[src/hdl/bdc_pkg.sv]
// Shared constants for the bidirectional split-enable counter.
package bdc_pkg;

    // ----------------------------------------------------------------
    // Counter geometry and reset values
    // ----------------------------------------------------------------
    localparam int COUNT_WIDTH = 16;
    localparam logic [15:0] COUNT_RESET = 16'h0000;
    localparam logic [15:0] COUNT_STEP = 16'h0001;

    // ----------------------------------------------------------------
    // Register byte offsets on the AXI4-Lite slave
    // ----------------------------------------------------------------
    localparam logic [3:0] OFFS_CTRL = 4'h0;
    localparam logic [3:0] OFFS_LOAD_VALUE = 4'h4;
    localparam logic [3:0] OFFS_COUNT = 4'h8;
    localparam logic [3:0] OFFS_STATUS = 4'hC;

    // ----------------------------------------------------------------
    // Control register fields
    // ----------------------------------------------------------------
    localparam int CTRL_UP_BIT = 0;
    localparam int CTRL_DOWN_BIT = 1;
    localparam int CTRL_LOAD_BIT = 2;
    localparam int CTRL_ZERO_BIT = 3;
    localparam logic CTRL_ENABLE_RESET = 1'b0;
    localparam logic [15:0] LOAD_VALUE_RESET = 16'h0000;

    // ----------------------------------------------------------------
    // Status register fields
    // ----------------------------------------------------------------
    localparam int STAT_ONES_BIT = 0;
    localparam int STAT_ZEROS_BIT = 1;
    localparam int STAT_UPCO_BIT = 2;
    localparam int STAT_DOWNCO_BIT = 3;

    // ----------------------------------------------------------------
    // Bus response codes
    // ----------------------------------------------------------------
    localparam logic [1:0] RESP_OKAY = 2'h0;
    localparam logic [1:0] RESP_SLVERR = 2'h2;

endpackage

[src/hdl/bdc_flag_if.sv]
// Bundle joining the counter core to its terminal-count decoder.
`timescale 1ns/1ps
interface bdc_flag_if #(
    parameter int WIDTH = 16
);
    logic [WIDTH-1:0] count;
    logic upEn;
    logic downEn;
    logic allOnes;
    logic allZeros;
    logic upCarry;
    logic downCarry;

    // The decoder reads the count and enables and returns the flags.
    modport decoder (
        input count,
        input upEn,
        input downEn,
        output allOnes,
        output allZeros,
        output upCarry,
        output downCarry
    );

    // The counter core drives state and enables and reads the flags.
    modport core (
        output count,
        output upEn,
        output downEn,
        input allOnes,
        input allZeros,
        input upCarry,
        input downCarry
    );
endinterface

[src/hdl/bdc_flag_logic.sv]
// Combinational terminal-count and carry decoder.
`timescale 1ns/1ps
module bdc_flag_logic (
    // Count state in, flags out
    bdc_flag_if.decoder flags
);

    // ----------------------------------------------------------------
    // Decode
    // ----------------------------------------------------------------

    // pure gate decode
    // No register here, so a cascade sees the carry in the same cycle.
    always_comb begin
        flags.allOnes = &flags.count;
        flags.allZeros = ~|flags.count;
        flags.upCarry = (&flags.count) & flags.upEn;
        flags.downCarry = (~|flags.count) & flags.downEn;
    end

endmodule

[src/hdl/bdc_counter.sv]
// Top of the 16-bit loadable up/down counter with an AXI4-Lite control port.
`timescale 1ns/1ps

// Operation
// - Sixteen-bit count updated on the rising edge; load, zero and count both ways.
// - Clear variant: async clear zeroes count at once, all-ones low, all-zeros high.
// - Reset variant: synchronous reset wins on the edge and zeroes the count.
// - Load enable captures the parallel input on the edge, enables ignored.
// - Up enable increments by one when no zero or load acts.
// - Down enable alone decrements by one when no zero or load acts.
// - Both enables low: value holds and both carry outputs are low.
// - Up carry is high exactly when all bits are one and up enabled.
// - Down carry is high exactly when all bits are zero and down enabled.
// - All-ones flag follows the count alone, whatever the up enable.
// - All-zeros flag follows the count alone, whatever the down enable.
// - Flags and carries are pure gates of count and enables, no register.
// - Master reset starts the count at zero, all-ones low, all-zeros high.
module bdc_counter #(
    parameter bit SYNC_VARIANT = 1'b0,
    parameter int ADDR_WIDTH = 4
) (
    // Clock and master reset
    input wire logic sys_clk,
    input wire logic rst,
    // Counter control pins
    input wire logic asyncZeroInput,
    input wire logic syncZeroInput,
    input wire logic loadEnable,
    input wire logic upCountEnable,
    input wire logic downCountEnable,
    input wire logic [15:0] parallelInput,
    // Counter result pins
    output logic [15:0] countValue,
    output logic allOnesFlag,
    output logic allZerosFlag,
    output logic upCarryOut,
    output logic downCarryOut,
    // AXI4-Lite write address and data
    input wire logic [ADDR_WIDTH-1:0] s_axi_awaddr,
    input wire logic s_axi_awvalid,
    output logic s_axi_awready,
    input wire logic [31:0] s_axi_wdata,
    input wire logic [3:0] s_axi_wstrb,
    input wire logic s_axi_wvalid,
    output logic s_axi_wready,
    // AXI4-Lite write response
    output logic [1:0] s_axi_bresp,
    output logic s_axi_bvalid,
    input wire logic s_axi_bready,
    // AXI4-Lite read
    input wire logic [ADDR_WIDTH-1:0] s_axi_araddr,
    input wire logic s_axi_arvalid,
    output logic s_axi_arready,
    output logic [31:0] s_axi_rdata,
    output logic [1:0] s_axi_rresp,
    output logic s_axi_rvalid,
    input wire logic s_axi_rready
);

    // ----------------------------------------------------------------
    // Declarations
    // ----------------------------------------------------------------
    bdc_flag_if #(.WIDTH(bdc_pkg::COUNT_WIDTH)) flagBus ();

    logic [15:0] count;
    logic [15:0] next_count;
    logic softUp;
    logic softDown;
    logic softLoadPulse;
    logic softZeroPulse;
    logic [15:0] loadValue;
    logic upEn;
    logic downEn;
    logic loadEn;
    logic [15:0] loadData;
    logic clearActive;
    logic awHeld;
    logic [ADDR_WIDTH-1:0] awAddr;
    logic wHeld;
    logic [31:0] wData;
    logic [3:0] wStrb;
    logic doWrite;
    logic readTake;
    logic [31:0] readWord;
    logic readHit;
    logic writeHit;

    // ----------------------------------------------------------------
    // Enables and flag decoder
    // ----------------------------------------------------------------

    // Pin enables and software enables combine, so a cascade still works
    // while software also steers this stage.
    assign upEn = upCountEnable | softUp;
    assign downEn = downCountEnable | softDown;
    assign loadEn = loadEnable | softLoadPulse;
    assign loadData = loadEnable ? parallelInput : loadValue;  // Pin load beats software.
    assign clearActive = ~SYNC_VARIANT & asyncZeroInput;

    // The decoder sees the live count and the combined enables.
    assign flagBus.count = count;
    assign flagBus.upEn = upEn;
    assign flagBus.downEn = downEn;

    bdc_flag_logic u_flags (
        .flags(flagBus.decoder)
    );

    // Flags reach the pins through wires only.
    assign countValue = count;
    assign allOnesFlag = flagBus.allOnes;
    assign allZerosFlag = flagBus.allZeros;
    assign upCarryOut = flagBus.upCarry;
    assign downCarryOut = flagBus.downCarry;

    // ----------------------------------------------------------------
    // Counter next state
    // ----------------------------------------------------------------

    // priority chain
    // Up wins over down when both are raised, which keeps an illegal
    // request deterministic even though the carries then mean nothing.
    always_comb begin
        next_count = count;
        if (rst) begin
            next_count = bdc_pkg::COUNT_RESET;
        end else if (SYNC_VARIANT && syncZeroInput) begin
            next_count = bdc_pkg::COUNT_RESET;
        end else if (softZeroPulse) begin
            next_count = bdc_pkg::COUNT_RESET;
        end else if (loadEn) begin
            next_count = loadData;
        end else if (upEn) begin
            next_count = count + bdc_pkg::COUNT_STEP;
        end else if (downEn) begin
            next_count = count - bdc_pkg::COUNT_STEP;
        end
    end

    // ----------------------------------------------------------------
    // Counter register
    // ----------------------------------------------------------------

    // count register
    // The clear variant needs the clear in the sensitivity list; the
    // reset variant is a plain clocked register.
    generate
        if (SYNC_VARIANT) begin : g_sync
            always_ff @(posedge sys_clk) begin
                count <= next_count;
            end
        end else begin : g_async
            always_ff @(posedge sys_clk or posedge asyncZeroInput) begin
                if (asyncZeroInput) begin
                    count <= bdc_pkg::COUNT_RESET;
                end else begin
                    count <= next_count;
                end
            end
        end
    endgenerate

    // ----------------------------------------------------------------
    // AXI4-Lite write path
    // ----------------------------------------------------------------

    // Address and data are taken in either order; the write fires once
    // both are held and no response is pending.
    assign s_axi_awready = ~awHeld & ~s_axi_bvalid;
    assign s_axi_wready = ~wHeld & ~s_axi_bvalid;
    assign doWrite = awHeld & wHeld & ~s_axi_bvalid;

    // Write address holding register.
    always_ff @(posedge sys_clk) begin
        if (rst) begin
            awHeld <= 1'b0;
            awAddr <= '0;
        end else if (s_axi_awvalid && s_axi_awready) begin
            awHeld <= 1'b1;
            awAddr <= s_axi_awaddr;
        end else if (doWrite) begin
            awHeld <= 1'b0;
        end
    end

    // Write data holding register.
    always_ff @(posedge sys_clk) begin
        if (rst) begin
            wHeld <= 1'b0;
            wData <= 32'h00000000;
            wStrb <= 4'h0;
        end else if (s_axi_wvalid && s_axi_wready) begin
            wHeld <= 1'b1;
            wData <= s_axi_wdata;
            wStrb <= s_axi_wstrb;
        end else if (doWrite) begin
            wHeld <= 1'b0;
        end
    end

    // All four aligned words are mapped; anything else earns an error.
    always_comb begin
        case (awAddr)
            bdc_pkg::OFFS_CTRL,
            bdc_pkg::OFFS_LOAD_VALUE,
            bdc_pkg::OFFS_COUNT,
            bdc_pkg::OFFS_STATUS: writeHit = 1'b1;
            default: writeHit = 1'b0;
        endcase
    end

    // Write response stands until the master takes it.
    always_ff @(posedge sys_clk) begin
        if (rst) begin
            s_axi_bvalid <= 1'b0;
            s_axi_bresp <= bdc_pkg::RESP_OKAY;
        end else if (doWrite) begin
            s_axi_bvalid <= 1'b1;
            s_axi_bresp <= writeHit ? bdc_pkg::RESP_OKAY : bdc_pkg::RESP_SLVERR;
        end else if (s_axi_bready) begin
            s_axi_bvalid <= 1'b0;
        end
    end

    // Software enables live in the control word and steer the counter.
    always_ff @(posedge sys_clk) begin
        if (rst) begin
            softUp <= bdc_pkg::CTRL_ENABLE_RESET;
            softDown <= bdc_pkg::CTRL_ENABLE_RESET;
        end else if (doWrite && awAddr == bdc_pkg::OFFS_CTRL && wStrb[0]) begin
            softUp <= wData[bdc_pkg::CTRL_UP_BIT];
            softDown <= wData[bdc_pkg::CTRL_DOWN_BIT];
        end
    end

    // Load and zero commands are one-cycle strobes that read back as zero.
    always_ff @(posedge sys_clk) begin
        if (rst) begin
            softLoadPulse <= 1'b0;
            softZeroPulse <= 1'b0;
        end else begin
            softLoadPulse <= doWrite && awAddr == bdc_pkg::OFFS_CTRL && wStrb[0]
                && wData[bdc_pkg::CTRL_LOAD_BIT];
            softZeroPulse <= doWrite && awAddr == bdc_pkg::OFFS_CTRL && wStrb[0]
                && wData[bdc_pkg::CTRL_ZERO_BIT];
        end
    end

    // Software load value, written byte lane by byte lane.
    always_ff @(posedge sys_clk) begin
        if (rst) begin
            loadValue <= bdc_pkg::LOAD_VALUE_RESET;
        end else if (doWrite && awAddr == bdc_pkg::OFFS_LOAD_VALUE) begin
            if (wStrb[0]) begin
                loadValue[7:0] <= wData[7:0];
            end
            if (wStrb[1]) begin
                loadValue[15:8] <= wData[15:8];
            end
        end
    end

    // ----------------------------------------------------------------
    // AXI4-Lite read path
    // ----------------------------------------------------------------
    assign s_axi_arready = ~s_axi_rvalid;
    assign readTake = s_axi_arvalid & s_axi_arready;

    // Read mux; the count and status words show live counter state.
    always_comb begin
        readWord = 32'h00000000;
        readHit = 1'b1;
        case (s_axi_araddr)
            bdc_pkg::OFFS_CTRL: begin
                readWord[bdc_pkg::CTRL_UP_BIT] = softUp;
                readWord[bdc_pkg::CTRL_DOWN_BIT] = softDown;
            end
            bdc_pkg::OFFS_LOAD_VALUE: begin
                readWord[15:0] = loadValue;
            end
            bdc_pkg::OFFS_COUNT: begin
                readWord[15:0] = count;
            end
            bdc_pkg::OFFS_STATUS: begin
                readWord[bdc_pkg::STAT_ONES_BIT] = flagBus.allOnes;
                readWord[bdc_pkg::STAT_ZEROS_BIT] = flagBus.allZeros;
                readWord[bdc_pkg::STAT_UPCO_BIT] = flagBus.upCarry;
                readWord[bdc_pkg::STAT_DOWNCO_BIT] = flagBus.downCarry;
            end
            default: begin
                readHit = 1'b0;
            end
        endcase
    end

    // Read data is captured at the address handshake and held until taken.
    always_ff @(posedge sys_clk) begin
        if (rst) begin
            s_axi_rvalid <= 1'b0;
            s_axi_rdata <= 32'h00000000;
            s_axi_rresp <= bdc_pkg::RESP_OKAY;
        end else if (readTake) begin
            s_axi_rvalid <= 1'b1;
            s_axi_rdata <= readWord;
            s_axi_rresp <= readHit ? bdc_pkg::RESP_OKAY : bdc_pkg::RESP_SLVERR;
        end else if (s_axi_rready) begin
            s_axi_rvalid <= 1'b0;
        end
    end
endmodule

[config.mk]
export PLATFORM = sky130hd
export DESIGN_NAME = bdc_counter
export DESIGN_NICKNAME = d
export VERILOG_FILES = /design/src/hdl/bdc_pkg.sv /design/src/hdl/bdc_flag_if.sv /design/src/hdl/bdc_flag_logic.sv /design/src/hdl/bdc_counter.sv
export SDC_FILE = /design/constraint.sdc
export NUM_CORES = 1
export LEC_CHECK = 0
export BUFFER_PORTS_ARGS = -buffer_cell sky130_fd_sc_hd__buf_4
export CAP_MARGIN = 30
export CELL_PAD_IN_SITES_DETAIL_PLACEMENT = 1
export CELL_PAD_IN_SITES_GLOBAL_PLACEMENT = 2
export CORE_UTILIZATION = 29
export CTS_CLUSTER_SIZE = 16
export DETAILED_ROUTE_END_ITERATION = 8
export PLACE_DENSITY_LB_ADDON = 0.1
export RECOVER_POWER = 50
export SLEW_MARGIN = 20
export SYNTH_ARGS = -nofsm -noshare
export SYNTH_HDL_FRONTEND = slang
export SYNTH_SLANG_ARGS = --single-unit
[constraint.sdc]
create_clock -name sys_clk -period 3.5 [get_ports sys_clk]
set_input_delay 0.175 -clock sys_clk [delete_from_list [all_inputs] [get_ports sys_clk]]
set_output_delay 0.175 -clock sys_clk [all_outputs]
set_load 0.02 [all_outputs]
==> impl_metrics.toml <==
[detailed_routing]
ant_nets = 0
drtPass1Iterations = 4
initialDrtViolationCount = 174
routed_wirelength_mm = 14.0
viasPerCell = 5.23
wire_length_per_cell_after_detailed_routing_um = 17.9
dr_drc_count = 0
detailroute.via_count = 4100

[cts]
insertion_delay_ns = 0.34
cts-root-buf = "sky130_fd_sc_hd__clkbuf_16"
cts_tree = "done"
clk_path_buf_depth = 2
cts_made_buffers = 9
worst_setup_hold_path_clk_slew_ns = 0.06
clock_sinks = 80
cts.htree.levels = 3

[placed_design]
place.gp.congestion = 0.831
dp_hpwl_mm = 10.4
place_inst = 768
io_buffer_count = 95

[global_route]
grt_overflow_total = 0
antenna_found_initial = 0
first_global_vias = 4104
grt_start_max_net_pins = 65
global_route_usage_sum_pct = 19.5
grt_pass1_wl_mm = 22.5

[pwr]
vdd_ir_drop_max_mv = 0.175
cellPowerDensity_nw_per_um2 = 455
p_leak_nw = 2.14

[yosys]
main_combinational_cell_family_by_area_after_synthesis = "simple AND/OR/NAND/NOR gates"
post_synth_most_frequent_cells = "sky130_fd_sc_hd__nand2_1, sky130_fd_sc_hd__dfxtp_1, sky130_fd_sc_hd__nor2_1"
synth_top_cells_by_area = "sky130_fd_sc_hd__dfxtp_1, sky130_fd_sc_hd__dfrtp_1, sky130_fd_sc_hd__mux2i_1"
synth_top_cell_area_share_pct = 29.8
syn_area_um2 = 4290
synth-edff-count = 0
ys_ff_latch = 80
synthCells = 527
synth_simple_gate_area_share_pct = 22.9
synth.area.mux_share_pct = 8.42
yosys.area_share.adder_pct = 0.291
synth_sequential_area_ratio_pct = 39.2
synth_largest_area_cell = "sky130_fd_sc_hd__dfxtp_1"
mean_instance_size_in_the_synthesized_netlist_um2 = 8.15
yosys_most_used_dff = "sky130_fd_sc_hd__dfxtp_1"
most_frequently_used_cell_type_in_the_post_synthesis_netlist = "sky130_fd_sc_hd__nand2_1"
proportion_of_synthesized_flip_flops_having_asynchronous_set_or_reset_pct = 20.0
synth-compound-area-share_pct = 20.8
yosys_warnings = 0
yosys.area_share.xor_xnor_pct = 0.408
number_of_distinct_library_cells_after_synthesis = 63

[sta]
setup_total_negative_slack_ns = 0
final.period_utilization_pct = 86.8
number_of_pins_with_negative_max_slew_slack_in_the_final_report = 0
fmax_ghz = 0.329
tightest_slew_ns = 1.23
timing.final.crit_period_ns = 3.04
slew_headroom_pct = 18.1
timing_hold_violations_final = 0
setup_repair_after_global_routing_missed_its_margin = "false"
setup_viol = 0
finalClockSkew_ns = 0.00675

[floorplanning]
start_util_pct = 29.7
row_count = 44
core-area_um2 = 14500
io_pins = 133
fp.dieW_um = 124
die-height_um = 124
dieArea_um2 = 15300

[worst_setup_path]
crit_type = "reg -> out"
rr_startpoint = "countValue[1]$_DFFE_PP0P_"
crit_fanout = 11
startpoint_type = "flop"
critical_path.endpoint = "downCarryOut"
worst_r2r_endpoint = "countValue[13]$_DFFE_PP0P_"
worst-endpoint-required_ns = 3.32
ff2ff_setup_slack_ns = 0.80
endpoint_kind = "output pin"
crit_arrival_ns = 2.86
setup.worst_path.start = "countValue[1]$_DFFE_PP0P_"
length_in_cells_of_the_worst_reg_to_reg_path = 6

[min_path]
class_of_the_most_critical_hold_timing_path = "in -> reg"
min_path_cells = 2

[cells_and_area]
antennaDiodeCount = 0
finished_layout_cells = 784
fraction_of_layout_instances_using_a_drive_strength_above_1_pct = 15.7
finish.net_count = 670
layout-area-overhead-vs-synth_pct = 20.9

[outcome]
status = "completed"

[run]
max_cap_viol_count = 0
[repair_timing]
item                                   4_1_cts  5_1_grt
buffers inserted                             0        0
resized for setup                            0        0
endpoints found under the hold margin       16        0
hold buffers                                 1        0
[flip-flops by register name, indices dropped and copies added, names as in the netlist, 2 cells and up]
name and flops:
loadValue 16, wStrb 2, s_axi_rdata 16, awAddr 4, countValue 16, wData 16
[power by group]
part	internal, W	switching, W	total (W)
Combinational	0.000155	0.000250	0.000405
Clock	0.000546	0.000381	0.000926
Sequential	0.000961	0.0000699	0.00103
Total	0.00166	0.000701	0.00236
[critical path, cell delays in order (launching register included)]
cell and delay, ns:
sky130_fd_sc_hd__dfrtp_1 0.52, sky130_fd_sc_hd__or4_4 0.57, sky130_fd_sc_hd__or4_1 0.58, sky130_fd_sc_hd__nor4_4 0.48
sky130_fd_sc_hd__o21a_1 0.21, sky130_fd_sc_hd__buf_4 0.15
[layout make-up]
cell class	instances	area, um^2
timing repair buffer	102	622
sequential	80	1680
clock buffer	9	225
inverter	9	33.8
clock inverter	5	57.6
multi-input combinational	395	2340
fill	1726	9290
tap	184	230
[logic make-up (layout without fill, tap and decap cells)]
kind of cell / count (synthesis) / after routing
muxes: 33 / 33
DFF: 80 / 80
AOI/OAI and AO/OA: 133 / 133
and+or+nand+nor: 208 / 208
other: 1 / 18
adders and majority gates: 1 / 1
buffers and inverters: 69 / 125
xor gates and xnor gates: 2 / 2
[worst min path at each step]
| stage | from | endpoint | slack (ns) |
|---|---|---|---|
| after global placement | asyncZeroInput | countValue[9]$_DFFE_PP0P_ | 0.34 |
| after global routing | s_axi_rready | s_axi_rvalid$_SDFFE_PP0P_ | 0.02 |
| final | s_axi_rready | s_axi_rvalid$_SDFFE_PP0P_ | 0.02 |
| after detailed placement | asyncZeroInput | countValue[13]$_DFFE_PP0P_ | 0.35 |
| after floorplan | asyncZeroInput | countValue[0]$_DFFE_PP0P_ | 0.09 |
| after CTS | s_axi_rready | s_axi_rvalid$_SDFFE_PP0P_ | 0.009 |
[metal layers]
layer	part of all wire (%)	vias up	GRT usage, %
met5	0	-	0
met3	4.9	19	3.16
met2	46	97	31.6
met4	1.8	0	7.00
li1	-	1987	-
met1	47	1997	26.1
[metrics by stage]
step | total power [W] | area [um^2] | setup WS, ns | hold slack, ns | util (%)
3_3_place_gp | 0.00147 | 5040 | 0.855 | 0.337 | 34.8
4_1_cts | 0.00242 | 5340 | 0.442 | 0.00891 | 36.8
5_1_grt | 0.00249 | 5190 | 0.341 | 0.0221 | 35.9
2_1_floorplan | 0.00132 | 4360 | 0.759 | 0.0887 | -
3_5_place_dp | 0.00148 | 5040 | 0.763 | 0.352 | 34.8
6_report | 0.00236 | 5190 | 0.461 | 0.0195 | 35.9
[cells in the final DEF (no fill, tap or decap), types with 2 or more instances in the layout]
cell type                    n
sky130_fd_sc_hd__xnor2_1     2
sky130_fd_sc_hd__o221a_2     3
sky130_fd_sc_hd__a221oi_1    3
sky130_fd_sc_hd__mux2_2      2
sky130_fd_sc_hd__inv_1       8
sky130_fd_sc_hd__clkinv_2    2
sky130_fd_sc_hd__o31ai_1     5
sky130_fd_sc_hd__mux2i_1    29
sky130_fd_sc_hd__nor2_1     64
sky130_fd_sc_hd__nor3_1     14
sky130_fd_sc_hd__nand3b_1    4
sky130_fd_sc_hd__nand3_1    11
sky130_fd_sc_hd__a2111oi_0   3
sky130_fd_sc_hd__or2_2       5
sky130_fd_sc_hd__nor4_1      5
sky130_fd_sc_hd__or3_1       7
sky130_fd_sc_hd__a22oi_1    14
sky130_fd_sc_hd__and3_1      2
sky130_fd_sc_hd__nand2_1    67
sky130_fd_sc_hd__nand2b_1    9
sky130_fd_sc_hd__nor3b_1     5
sky130_fd_sc_hd__nand4_1     2
sky130_fd_sc_hd__o31a_1      3
sky130_fd_sc_hd__clkbuf_16   9
sky130_fd_sc_hd__a21oi_1    43
sky130_fd_sc_hd__dfrtp_1    16
sky130_fd_sc_hd__buf_4      61
sky130_fd_sc_hd__or4_1       3
sky130_fd_sc_hd__a211oi_1   17
sky130_fd_sc_hd__o2bb2ai_1   2
sky130_fd_sc_hd__dfxtp_1    64
sky130_fd_sc_hd__a21o_1      3
sky130_fd_sc_hd__clkbuf_1   39
sky130_fd_sc_hd__or4_4       2
sky130_fd_sc_hd__a22o_1      3
sky130_fd_sc_hd__o22ai_1     3
sky130_fd_sc_hd__and2_1      4
sky130_fd_sc_hd__o21ai_0    16
sky130_fd_sc_hd__conb_1     18
No activity file was read; power rests on OpenSTA's default activity.
